$ cat config.mk
export PLATFORM = sky130hd
export DESIGN_NAME = pio_host
export DESIGN_NICKNAME = d
export VERILOG_FILES = /design/src/inc/pio_pkg.sv /design/src/inc/pio_stream_if.sv /design/src/core/pio_fifo.sv /design/src/core/pio_host.sv /design/src/core/pio_sync.sv
export SDC_FILE = /design/constraint.sdc
export NUM_CORES = 1
export LEC_CHECK = 0
export ABC_AREA = 1
export BUFFER_PORTS_ARGS = -buffer_cell sky130_fd_sc_hd__buf_2
export CAP_MARGIN = 10
export CORE_ASPECT_RATIO = 1.1
export CORE_UTILIZATION = 45
export CTS_CLUSTER_SIZE = 16
export DETAILED_ROUTE_END_ITERATION = 7
export PLACE_DENSITY_LB_ADDON = 0.15
export SYNTH_ARGS = -nofsm -noshare
export SYNTH_HDL_FRONTEND = slang
export SYNTH_SLANG_ARGS = --single-unit
$ cat constraint.sdc
create_clock -name i_clock -period 6.7 [get_ports i_clock]
set_input_delay 0.335 -clock i_clock [delete_from_list [all_inputs] [get_ports i_clock]]
set_output_delay 0.335 -clock i_clock [all_outputs]
set_load 0.005 [all_outputs]
$ cat src/inc/pio_pkg.sv
// Constants and state types shared by the peripheral-side channel controller.
package pio_pkg;

   // Word and buffer geometry.
   localparam int unsigned WORD_W        = 30;
   localparam int unsigned FIFO_DEPTH    = 32;
   localparam logic [29:0] WORD_RST      = 30'h0000_0000;

   // Clock rate and the least low time of a request line between two words.
   localparam int unsigned CLK_PERIOD_NS = 50;
   localparam int unsigned REQ_GAP_NS    = 10000;
   // A least time rounds up to whole cycles.
   localparam int unsigned REQ_GAP_CYC   = (REQ_GAP_NS + CLK_PERIOD_NS - 1) / CLK_PERIOD_NS;
   localparam int unsigned GAP_CNT_W     = 8;
   localparam logic [7:0]  GAP_LOAD      = 8'(REQ_GAP_CYC - 1);
   localparam logic [7:0]  GAP_ZERO      = 8'h00;

   // Positions of the control inputs in the synchroniser bank.
   localparam int unsigned SYNC_W        = 4;
   localparam int unsigned SY_IN_ACK     = 0;
   localparam int unsigned SY_OUT_ACK    = 1;
   localparam int unsigned SY_CMD        = 2;
   localparam int unsigned SY_BLK_OPEN   = 3;

   // Sequencer that offers words and attention codes to the computer.
   typedef enum logic [2:0] {
      IN_IDLE,
      IN_SETUP,
      IN_HOLD,
      IN_RELEASE,
      IN_GAP
   } pio_in_state_t;

   // Sequencer that asks the computer for output words.
   typedef enum logic [1:0] {
      OUT_IDLE,
      OUT_REQ,
      OUT_WAIT_LOW,
      OUT_GAP
   } pio_out_state_t;

endpackage : pio_pkg

$ cat src/inc/pio_stream_if.sv
// Valid/ready word stream carried between the controller and its buffer.
`timescale 1ns/1ns
interface pio_stream_if #(
   parameter int unsigned WIDTH = 30
);
   logic [WIDTH-1:0] data;
   logic             valid;
   logic             ready;

   // The producing end drives data and valid, the consuming end ready.
   modport src (output data, output valid, input  ready);
   modport snk (input  data, input  valid, output ready);
endinterface : pio_stream_if
$ cat src/core/pio_fifo.sv
// Synchronous FIFO with valid/ready on both sides.
`timescale 1ns/1ns
module pio_fifo #(
   parameter int unsigned WIDTH = 30,
   parameter int unsigned DEPTH = 32
) (
   input  wire logic  i_clock,
   input  wire logic  i_rst_n,
   pio_stream_if.snk  wr,
   pio_stream_if.src  rd
);
   localparam int unsigned AW = $clog2(DEPTH);

   logic [WIDTH-1:0] mem [DEPTH];
   logic [AW:0]      wp_r;
   logic [AW:0]      wp_nxt;
   logic [AW:0]      rp_r;
   logic [AW:0]      rp_nxt;
   logic             full;
   logic             empty;
   logic             push;
   logic             pop;

   // The extra pointer bit tells a full buffer from an empty one.
   assign full     = (wp_r[AW] != rp_r[AW]) && (wp_r[AW-1:0] == rp_r[AW-1:0]);
   assign empty    = (wp_r == rp_r);
   assign wr.ready = !full;
   assign rd.valid = !empty;
   assign rd.data  = mem[rp_r[AW-1:0]];
   assign push     = wr.valid && !full;
   assign pop      = rd.ready && !empty;

   // Pointer advance.
   always_comb begin
      wp_nxt = wp_r + {{AW{1'b0}}, push};
      rp_nxt = rp_r + {{AW{1'b0}}, pop};
   end

   // Pointer registers.
   always_ff @(posedge i_clock or negedge i_rst_n) begin
      if (!i_rst_n) begin
         wp_r <= '0;
         rp_r <= '0;
      end else begin
         wp_r <= wp_nxt;
         rp_r <= rp_nxt;
      end
   end

   // Storage needs no reset; an empty buffer never presents it.
   always_ff @(posedge i_clock) begin
      if (push) begin
         mem[wp_r[AW-1:0]] <= wr.data;
      end
   end
endmodule : pio_fifo

$ cat src/core/pio_host.sv
// Peripheral-side controller for one input cable and one output cable of the channel.
//
// Summary of operation
// - Each transfer carries one thirty-bit word on thirty parallel data lines.
// - All lines are static levels held indefinitely; no timeout is ever assumed.
// - Requests go from peripheral to computer; acknowledges come back from the computer.
// - The third control line follows data: attention in, command strobe out.
// - The peripheral puts the word on the lines before raising the input request.
// - On input acknowledge the peripheral releases data lines and input request.
// - The input handshake repeats for every word of the input buffer.
// - Attention: place code, raise strobe, wait acknowledge, then drop both.
// - No attention strobe while an input word request is still unanswered.
// - The output request is raised only when a word can be accepted.
// - After output acknowledge the peripheral samples the data and may drop its request.
// - The output handshake repeats for every word of the output buffer.
// - Command: code then strobe from the computer; the peripheral detects and samples.
// - The peripheral sends no response to a command strobe.
// - A sender waits for receiver-block-open before placing its first word; the code waits before each word, and only when i_special is set.
`timescale 1ns/1ns
module pio_host
   import pio_pkg::*;
(
   input  wire logic              i_clock,
   input  wire logic              i_rst_n,
   // Input cable: words and attention codes travelling into the computer.
   output logic [WORD_W-1:0]      o_in_data,
   output logic                   o_in_req,
   output logic                   o_attn,
   input  wire logic              i_in_ack,
   input  wire logic              i_blk_open,
   // Output cable: words and command codes travelling out of the computer.
   input  wire logic [WORD_W-1:0] i_out_data,
   output logic                   o_out_req,
   input  wire logic              i_out_ack,
   input  wire logic              i_cmd_strobe,
   // User side: words to send.
   input  wire logic [WORD_W-1:0] i_tx_data,
   input  wire logic              i_tx_valid,
   output logic                   o_tx_ready,
   // User side: attention code to send.
   input  wire logic [WORD_W-1:0] i_attn_code,
   input  wire logic              i_attn_valid,
   output logic                   o_attn_ready,
   // User side: special-channel link, wait for block open before each word.
   input  wire logic              i_special,
   // User side: words received from the computer.
   input  wire logic              i_rx_enable,
   output logic [WORD_W-1:0]      o_rx_data,
   output logic                   o_rx_valid,
   input  wire logic              i_rx_ready,
   // User side: command codes received from the computer.
   output logic [WORD_W-1:0]      o_cmd_data,
   output logic                   o_cmd_valid
);

   // Synchronised control levels.
   logic [SYNC_W-1:0]    sync_in;
   logic [SYNC_W-1:0]    sync_q;
   logic                 in_ack_s;
   logic                 out_ack_s;
   logic                 cmd_s;
   logic                 blk_open_s;

   // Input-cable sequencer state.
   pio_in_state_t        in_state_r;
   pio_in_state_t        in_state_nxt;
   logic [WORD_W-1:0]    in_data_r;
   logic [WORD_W-1:0]    in_data_nxt;
   logic                 in_req_r;
   logic                 in_req_nxt;
   logic                 attn_r;
   logic                 attn_nxt;
   logic                 is_attn_r;
   logic                 is_attn_nxt;
   logic [GAP_CNT_W-1:0] in_gap_r;
   logic [GAP_CNT_W-1:0] in_gap_nxt;
   logic                 tx_pop;
   logic                 attn_take;

   // Output-cable sequencer state.
   pio_out_state_t       out_state_r;
   pio_out_state_t       out_state_nxt;
   logic                 out_req_r;
   logic                 out_req_nxt;
   logic [GAP_CNT_W-1:0] out_gap_r;
   logic [GAP_CNT_W-1:0] out_gap_nxt;
   logic [WORD_W-1:0]    rx_data_r;
   logic [WORD_W-1:0]    rx_data_nxt;
   logic                 rx_valid_r;
   logic                 rx_valid_nxt;

   // Command receiver state.
   logic                 cmd_prev_r;
   logic                 cmd_prev_nxt;
   logic [WORD_W-1:0]    cmd_data_r;
   logic [WORD_W-1:0]    cmd_data_nxt;
   logic                 cmd_valid_r;
   logic                 cmd_valid_nxt;

   // Buffer between the user and the input cable.
   pio_stream_if #(.WIDTH(WORD_W)) tx_wr ();
   pio_stream_if #(.WIDTH(WORD_W)) tx_rd ();

   // Every level from the computer is resynchronised before any decision.
   assign sync_in[SY_IN_ACK]   = i_in_ack;
   assign sync_in[SY_OUT_ACK]  = i_out_ack;
   assign sync_in[SY_CMD]      = i_cmd_strobe;
   assign sync_in[SY_BLK_OPEN] = i_blk_open;

   pio_sync #(
      .WIDTH   (SYNC_W)
   ) u_sync (
      .i_clock (i_clock),
      .i_rst_n (i_rst_n),
      .i_async (sync_in),
      .o_sync  (sync_q)
   );

   assign in_ack_s   = sync_q[SY_IN_ACK];
   assign out_ack_s  = sync_q[SY_OUT_ACK];
   assign cmd_s      = sync_q[SY_CMD];
   assign blk_open_s = sync_q[SY_BLK_OPEN];

   // The user fills the buffer; the input sequencer drains it one word per handshake.
   assign tx_wr.data  = i_tx_data;
   assign tx_wr.valid = i_tx_valid;
   assign o_tx_ready  = tx_wr.ready;
   assign tx_rd.ready = tx_pop;

   pio_fifo #(
      .WIDTH   (WORD_W),
      .DEPTH   (FIFO_DEPTH)
   ) u_tx_fifo (
      .i_clock (i_clock),
      .i_rst_n (i_rst_n),
      .wr      (tx_wr),
      .rd      (tx_rd)
   );

   // Input-cable sequencer: one word or attention code per acknowledge.
   // The computer decides when it samples, so the word waits with no timeout.
   always_comb begin
      in_state_nxt = in_state_r;
      in_data_nxt  = in_data_r;
      in_req_nxt   = in_req_r;
      attn_nxt     = attn_r;
      is_attn_nxt  = is_attn_r;
      in_gap_nxt   = in_gap_r;
      tx_pop       = 1'b0;
      attn_take    = 1'b0;
      case (in_state_r)
         IN_IDLE: begin
            // Only idle here, so an attention never overlaps an open word request.
            if (!in_ack_s) begin
               if (i_attn_valid) begin
                  in_data_nxt  = i_attn_code;
                  is_attn_nxt  = 1'b1;
                  attn_take    = 1'b1;
                  in_state_nxt = IN_SETUP;
               end else if (tx_rd.valid && (!i_special || blk_open_s)) begin
                  in_data_nxt  = tx_rd.data;
                  is_attn_nxt  = 1'b0;
                  tx_pop       = 1'b1;
                  in_state_nxt = IN_SETUP;
               end
            end
         end
         IN_SETUP: begin
            // Data has stood on the lines a full cycle before the strobe rises.
            if (is_attn_r) begin
               attn_nxt = 1'b1;
            end else begin
               in_req_nxt = 1'b1;
            end
            in_state_nxt = IN_HOLD;
         end
         IN_HOLD: begin
            // One shared acknowledge answers both kinds of strobe.
            if (in_ack_s) begin
               in_req_nxt   = 1'b0;
               attn_nxt     = 1'b0;
               in_data_nxt  = WORD_RST;
               in_state_nxt = IN_RELEASE;
            end
         end
         IN_RELEASE: begin
            // The acknowledge stays up for its fixed period; wait it out.
            if (!in_ack_s) begin
               in_gap_nxt   = GAP_LOAD;
               in_state_nxt = IN_GAP;
            end
         end
         IN_GAP: begin
            // Keep the request low long enough before the next word.
            if (in_gap_r == GAP_ZERO) begin
               in_state_nxt = IN_IDLE;
            end else begin
               in_gap_nxt = in_gap_r - 8'h01;
            end
         end
         default: begin
            in_state_nxt = IN_IDLE;
            in_req_nxt   = 1'b0;
            attn_nxt     = 1'b0;
         end
      endcase
   end

   // Input-cable registers.
   always_ff @(posedge i_clock or negedge i_rst_n) begin
      if (!i_rst_n) begin
         in_state_r <= IN_IDLE;
         in_data_r  <= WORD_RST;
         in_req_r   <= 1'b0;
         attn_r     <= 1'b0;
         is_attn_r  <= 1'b0;
         in_gap_r   <= GAP_ZERO;
      end else begin
         in_state_r <= in_state_nxt;
         in_data_r  <= in_data_nxt;
         in_req_r   <= in_req_nxt;
         attn_r     <= attn_nxt;
         is_attn_r  <= is_attn_nxt;
         in_gap_r   <= in_gap_nxt;
      end
   end

   assign o_in_data    = in_data_r;
   assign o_in_req     = in_req_r;
   assign o_attn       = attn_r;
   assign o_attn_ready = attn_take;

   // Output-cable sequencer: ask for a word only when the holding register is free.
   // The computer places data, waits, then acknowledges; sampling on the synchronised
   // acknowledge therefore sees settled lines.
   always_comb begin
      out_state_nxt = out_state_r;
      out_req_nxt   = out_req_r;
      out_gap_nxt   = out_gap_r;
      rx_data_nxt   = rx_data_r;
      rx_valid_nxt  = rx_valid_r;
      // Consumption first, so a capture in the same cycle wins.
      if (rx_valid_r && i_rx_ready) begin
         rx_valid_nxt = 1'b0;
      end
      case (out_state_r)
         OUT_IDLE: begin
            if (i_rx_enable && !rx_valid_r && !out_ack_s) begin
               out_req_nxt   = 1'b1;
               out_state_nxt = OUT_REQ;
            end
         end
         OUT_REQ: begin
            if (out_ack_s) begin
               rx_data_nxt   = i_out_data;
               rx_valid_nxt  = 1'b1;
               out_req_nxt   = 1'b0;
               out_state_nxt = OUT_WAIT_LOW;
            end
         end
         OUT_WAIT_LOW: begin
            // The computer closes the word by dropping its acknowledge.
            if (!out_ack_s) begin
               out_gap_nxt   = GAP_LOAD;
               out_state_nxt = OUT_GAP;
            end
         end
         OUT_GAP: begin
            // A request low for too short a time would be ignored by the computer.
            if (out_gap_r == GAP_ZERO) begin
               out_state_nxt = OUT_IDLE;
            end else begin
               out_gap_nxt = out_gap_r - 8'h01;
            end
         end
         default: begin
            out_state_nxt = OUT_IDLE;
            out_req_nxt   = 1'b0;
         end
      endcase
   end

   // Output-cable registers.
   always_ff @(posedge i_clock or negedge i_rst_n) begin
      if (!i_rst_n) begin
         out_state_r <= OUT_IDLE;
         out_req_r   <= 1'b0;
         out_gap_r   <= GAP_ZERO;
         rx_data_r   <= WORD_RST;
         rx_valid_r  <= 1'b0;
      end else begin
         out_state_r <= out_state_nxt;
         out_req_r   <= out_req_nxt;
         out_gap_r   <= out_gap_nxt;
         rx_data_r   <= rx_data_nxt;
         rx_valid_r  <= rx_valid_nxt;
      end
   end

   assign o_out_req  = out_req_r;
   assign o_rx_data  = rx_data_r;
   assign o_rx_valid = rx_valid_r;

   // Command receiver: the code shares the output data lines and is told apart
   // only by its strobe. Nothing is sent back; the computer times it alone.
   always_comb begin
      cmd_prev_nxt  = cmd_s;
      cmd_valid_nxt = cmd_s && !cmd_prev_r;
      cmd_data_nxt  = cmd_data_r;
      if (cmd_s && !cmd_prev_r) begin
         cmd_data_nxt = i_out_data;
      end
   end

   // Command registers.
   always_ff @(posedge i_clock or negedge i_rst_n) begin
      if (!i_rst_n) begin
         cmd_prev_r  <= 1'b0;
         cmd_data_r  <= WORD_RST;
         cmd_valid_r <= 1'b0;
      end else begin
         cmd_prev_r  <= cmd_prev_nxt;
         cmd_data_r  <= cmd_data_nxt;
         cmd_valid_r <= cmd_valid_nxt;
      end
   end

   // The command pulse has no ready: a code missed by the user is simply overwritten.
   assign o_cmd_data  = cmd_data_r;
   assign o_cmd_valid = cmd_valid_r;

endmodule : pio_host

$ cat src/core/pio_sync.sv
// Bank of two-stage synchronisers for the asynchronous control levels.
`timescale 1ns/1ns
module pio_sync #(
   parameter int unsigned WIDTH = 4
) (
   input  wire logic             i_clock,
   input  wire logic             i_rst_n,
   input  wire logic [WIDTH-1:0] i_async,
   output logic      [WIDTH-1:0] o_sync
);
   genvar b;

   // The first stage feeds only the second, so nothing sees a metastable level.
   generate
      for (b = 0; b < WIDTH; b++) begin : g_bit
         logic meta_r;
         logic sync_r;
         always_ff @(posedge i_clock or negedge i_rst_n) begin
            if (!i_rst_n) begin
               meta_r <= 1'b0;
               sync_r <= 1'b0;
            end else begin
               meta_r <= i_async[b];
               sync_r <= meta_r;
            end
         end
         assign o_sync[b] = sync_r;
      end
   endgenerate
endmodule : pio_sync

==> results by group <==
Logic synthesis
  • Top cells by area, synth: edfxtp_1 62%, nand2_1 13%, dfrtp_1 7.4%
  • Ys flop type: edfxtp_1
  • Ys async rst share: 12.6%
  • Most common cell in the synthesized netlist: nand2_1
  • Simple-gate area share of the yosys netlist: 20.9%
  • Mux contribution to synthesized area: 0%
  • Post-synthesis adder-cell area fraction: 0.351%
  • Number of synthesized register bits: 1098
  • Post-synth EDFFs: 960
  • Syn Inst Count: 4423
  • Post-synth top cells: 1626 x nand2_1, 960 x edfxtp_1, 581 x nand3_1, 525 x inv_1, 138 x dfrtp_1
  • Avg Cell Area, Syn: 10.5 um^2
  • Mapped Area: 0.0464 mm^2
  • Largest family of logic cells by synthesized area: simple AND/OR/NAND/NOR gates
  • Synth Area in Compound Gates: 2.16%
  • Synth top area share: 62.1%
  • Synth area leader: edfxtp_1
  • Syn nets: 4537
  • XOR/XNOR Fraction of Synth Area: 0.340%
  • Sequential element share of the synthesized area: 69.6%
  • Ys Warns: 0
  • Count of cell types in the netlist: 35

Worst hold path
  • HP Class: input pin to flip-flop
  • Worst hold stages: 5

Drt
  • DR WL/cell: 21.6 um
  • Vias/cell: 5.18
  • DR iter-0 viols: 3175
  • Final ANT Viol Nets: 0
  • DRT Pass-1 Iters: 5
  • Vias: 31.4k
  • Routed WL: 131000 um
  • Drt drc: 0

Die
  • IO Pins: 198
  • Starting density of the core: 45.4%
  • Die H: 339 um
  • Die ar.: 0.104 mm^2
  • Die W: 308 um
  • Core Area: 0.102 mm^2
  • Rows: 123

Global routing
  • Congestion Overflow GR: 0
  • Vias in the first global route: 29.8k
  • GRT Util Overall: 25.1%
  • Largest net degree at the start of global routing: 175
  • Initial antenna violation count: 3
  • First-pass GRT wire length: 195000 um

Pwr
  • Worst VDD drop: 0.359 mV
  • Leakage: 22.0 nW
  • Pwr/cell area: 415 mW/mm^2

Timing
  • Setup TNS: 0 ns
  • F_max: 0.261 GHz
  • Fin Clk Skew: 0.0262 ns
  • Worst-margin pin slew: 1.18 ns
  • WHS: 0.0374 ns
  • Rel. slew slack: 21.4%
  • Count of final setup violators: 0
  • RSZ-0062 raised after global routing: false
  • Final WS setup: 2.88 ns
  • Fin crit share: 57.1%
  • Final-report hold violation count: 0
  • Final period demand of the worst path: 3.82 ns
  • Slew Viols, Final: 0

Place
  • DPL Wire Length: 76800 um
  • PortBufs: 197
  • Place WS: 2.81 ns
  • Final Wtd Congestion: 0.861

Clock tree
  • Root Buffer: clkbuf_16
  • CTS tree: built
  • Htree depth: 3
  • CTS clk-pin slew, worst paths: 0.06 ns
  • Postcts setup bufs: 0
  • CTS sink cnt: 1098
  • Worst-Skew Late Latency: 0.71 ns
  • CTS max path bufs: 3
  • Clock buffer count from CTS: 113
  • Post-CTS Resized: 0

Layout
  • Diode count: 0
  • Area grow syn2layout: 13.6%
  • # nets final: 4706
  • Fill cell count: 9211
  • Share of layout cells above drive strength 1: 9.44%

Setup path
  • FF-to-FF path depth: 7
  • Startpoint types: flip-flop
  • Arrival time worst endpoint: 4.13 ns
  • Type of the worst setup path: flip-flop to flip-flop
  • CP Capture Type: flip-flop
  • Critical Path RT: 7.01 ns
  • Crit-path max FO: 119

Flow run
  • Max-Cap Viols: 0

Run status
  • Status: complete, no violations
worst max-delay path, stage by stage, from the launching register on:
cell and delay [ns]:
dfrtp_4 0.84, inv_8 0.43, nand2_1 0.21, a21oi_2 0.09, nand4_1 0.09, and2_1 0.40
nand3_4 0.35, nor2_4 0.98
final timing paths:
| kind | to | start | slack [ns] |
|---|---|---|---|
| max | u_tx_fifo.mem[11][5]$_DFFE_PP_ | u_tx_fifo.rp_r[1]$_DFF_PN0_ | 2.88 |
| min | o_in_data[3]$_DFFE_PN0P_ | i_attn_code[3] | 0.04 |
| max reg2reg | u_tx_fifo.mem[11][5]$_DFFE_PP_ | u_tx_fifo.rp_r[1]$_DFF_PN0_ | 2.88 |
| min reg2reg | u_sync.g_bit[3].sync_r$_DFF_PN0_ | u_sync.g_bit[3].meta_r$_DFF_PN0_ | 0.35 |
| max in group asynchronous | u_tx_fifo.rp_r[2]$_DFF_PN0_ | i_rst_n | 4.96 |
| min in group asynchronous | o_in_data[28]$_DFFE_PN0P_ | i_rst_n | 0.26 |
sequential cells by signal (all words and copies together) (netlist names), 2 cells and up:
| register | cells |
|---|---|
| in_gap_r | 8 |
| in_state_r | 3 |
| o_cmd_data | 30 |
| o_in_data | 30 |
| o_rx_data | 30 |
| out_gap_r | 8 |
| out_state_r | 2 |
| u_sync.g_bit.meta_r | 4 |
| u_sync.g_bit.sync_r | 4 |
| u_tx_fifo.mem | 960 |
| u_tx_fifo.rp_r | 6 |
| u_tx_fifo.wp_r | 6 |
per-stage QoR:
step / std cells / utilization [%] / power (mW) / area, um^2
2_1_floorplan: 4423 / - / 13.1 / 46400
3_3_place_gp: 5792 / 47.5 / 15.8 / 48500
3_5_place_dp: 5792 / 47.5 / 15.8 / 48500
4_1_cts: 6059 / 51.6 / 22.0 / 52700
5_1_grt: 6059 / 51.6 / 23.0 / 52700
6_report: 6059 / 51.6 / 21.9 / 52700
routing by layer:
metal	vias up	routed length [um]	track usage [%]
met5	-	0	0
met4	0	2530	5.95
met3	153	9060	3.84
met2	1029	61100	39.7
met1	15343	58500	36.4
li1	14841	-	-
repair_timing:
action                     CTS  global route
hold endpoints to repair   169             0
hold buffers                60             0
setup endpoints to repair    0             0
report_power, final:
group          leakage, nW  total, mW  switching, mW  internal (mW)
registers             10.3       8.53          0.420           8.11
logic                 9.86       7.24           5.37           1.86
clock network         1.76       6.11           2.65           3.46
total                 22.0       21.9           8.45           13.4
placed cells by master, fill, tap and decap left out, types with 30 or more instances in the layout:
cell and n:
clkbuf_16 115, o211ai_1 30, a21oi_1 65, nor2_1 91
nand3_1 581, o21ai_0 78, edfxtp_1 960, dfrtp_1 134
dlygate4sd3_1 60, buf_2 196, inv_1 524, nor2_4 33
nand2_1 1624
cells by family (layout without fill, tap and decap cells):
group	after synthesis	in the layout
and+or+nand+nor	2357	2357
DFF	1098	1098
buffers and inverters	756	1017
AOI/OAI and AO/OA	181	181
xor gates and xnor gates	18	18
adders and majority gates	13	13
cell type report:
class | count | area, um^2 | area share (%)
Sequential cell | 1098 | 32300 | 61.3
Multi-Input combinational cell | 2569 | 11300 | 21.4
Clock buffer | 151 | 3120 | 5.93
Inverter | 532 | 2020 | 3.84
Timing Repair Buffer | 278 | 1800 | 3.42
Tap cell | 1375 | 1720 | 3.26
Clock inverter | 56 | 462 | 0.876
Power figures use the tool's default switching activity.
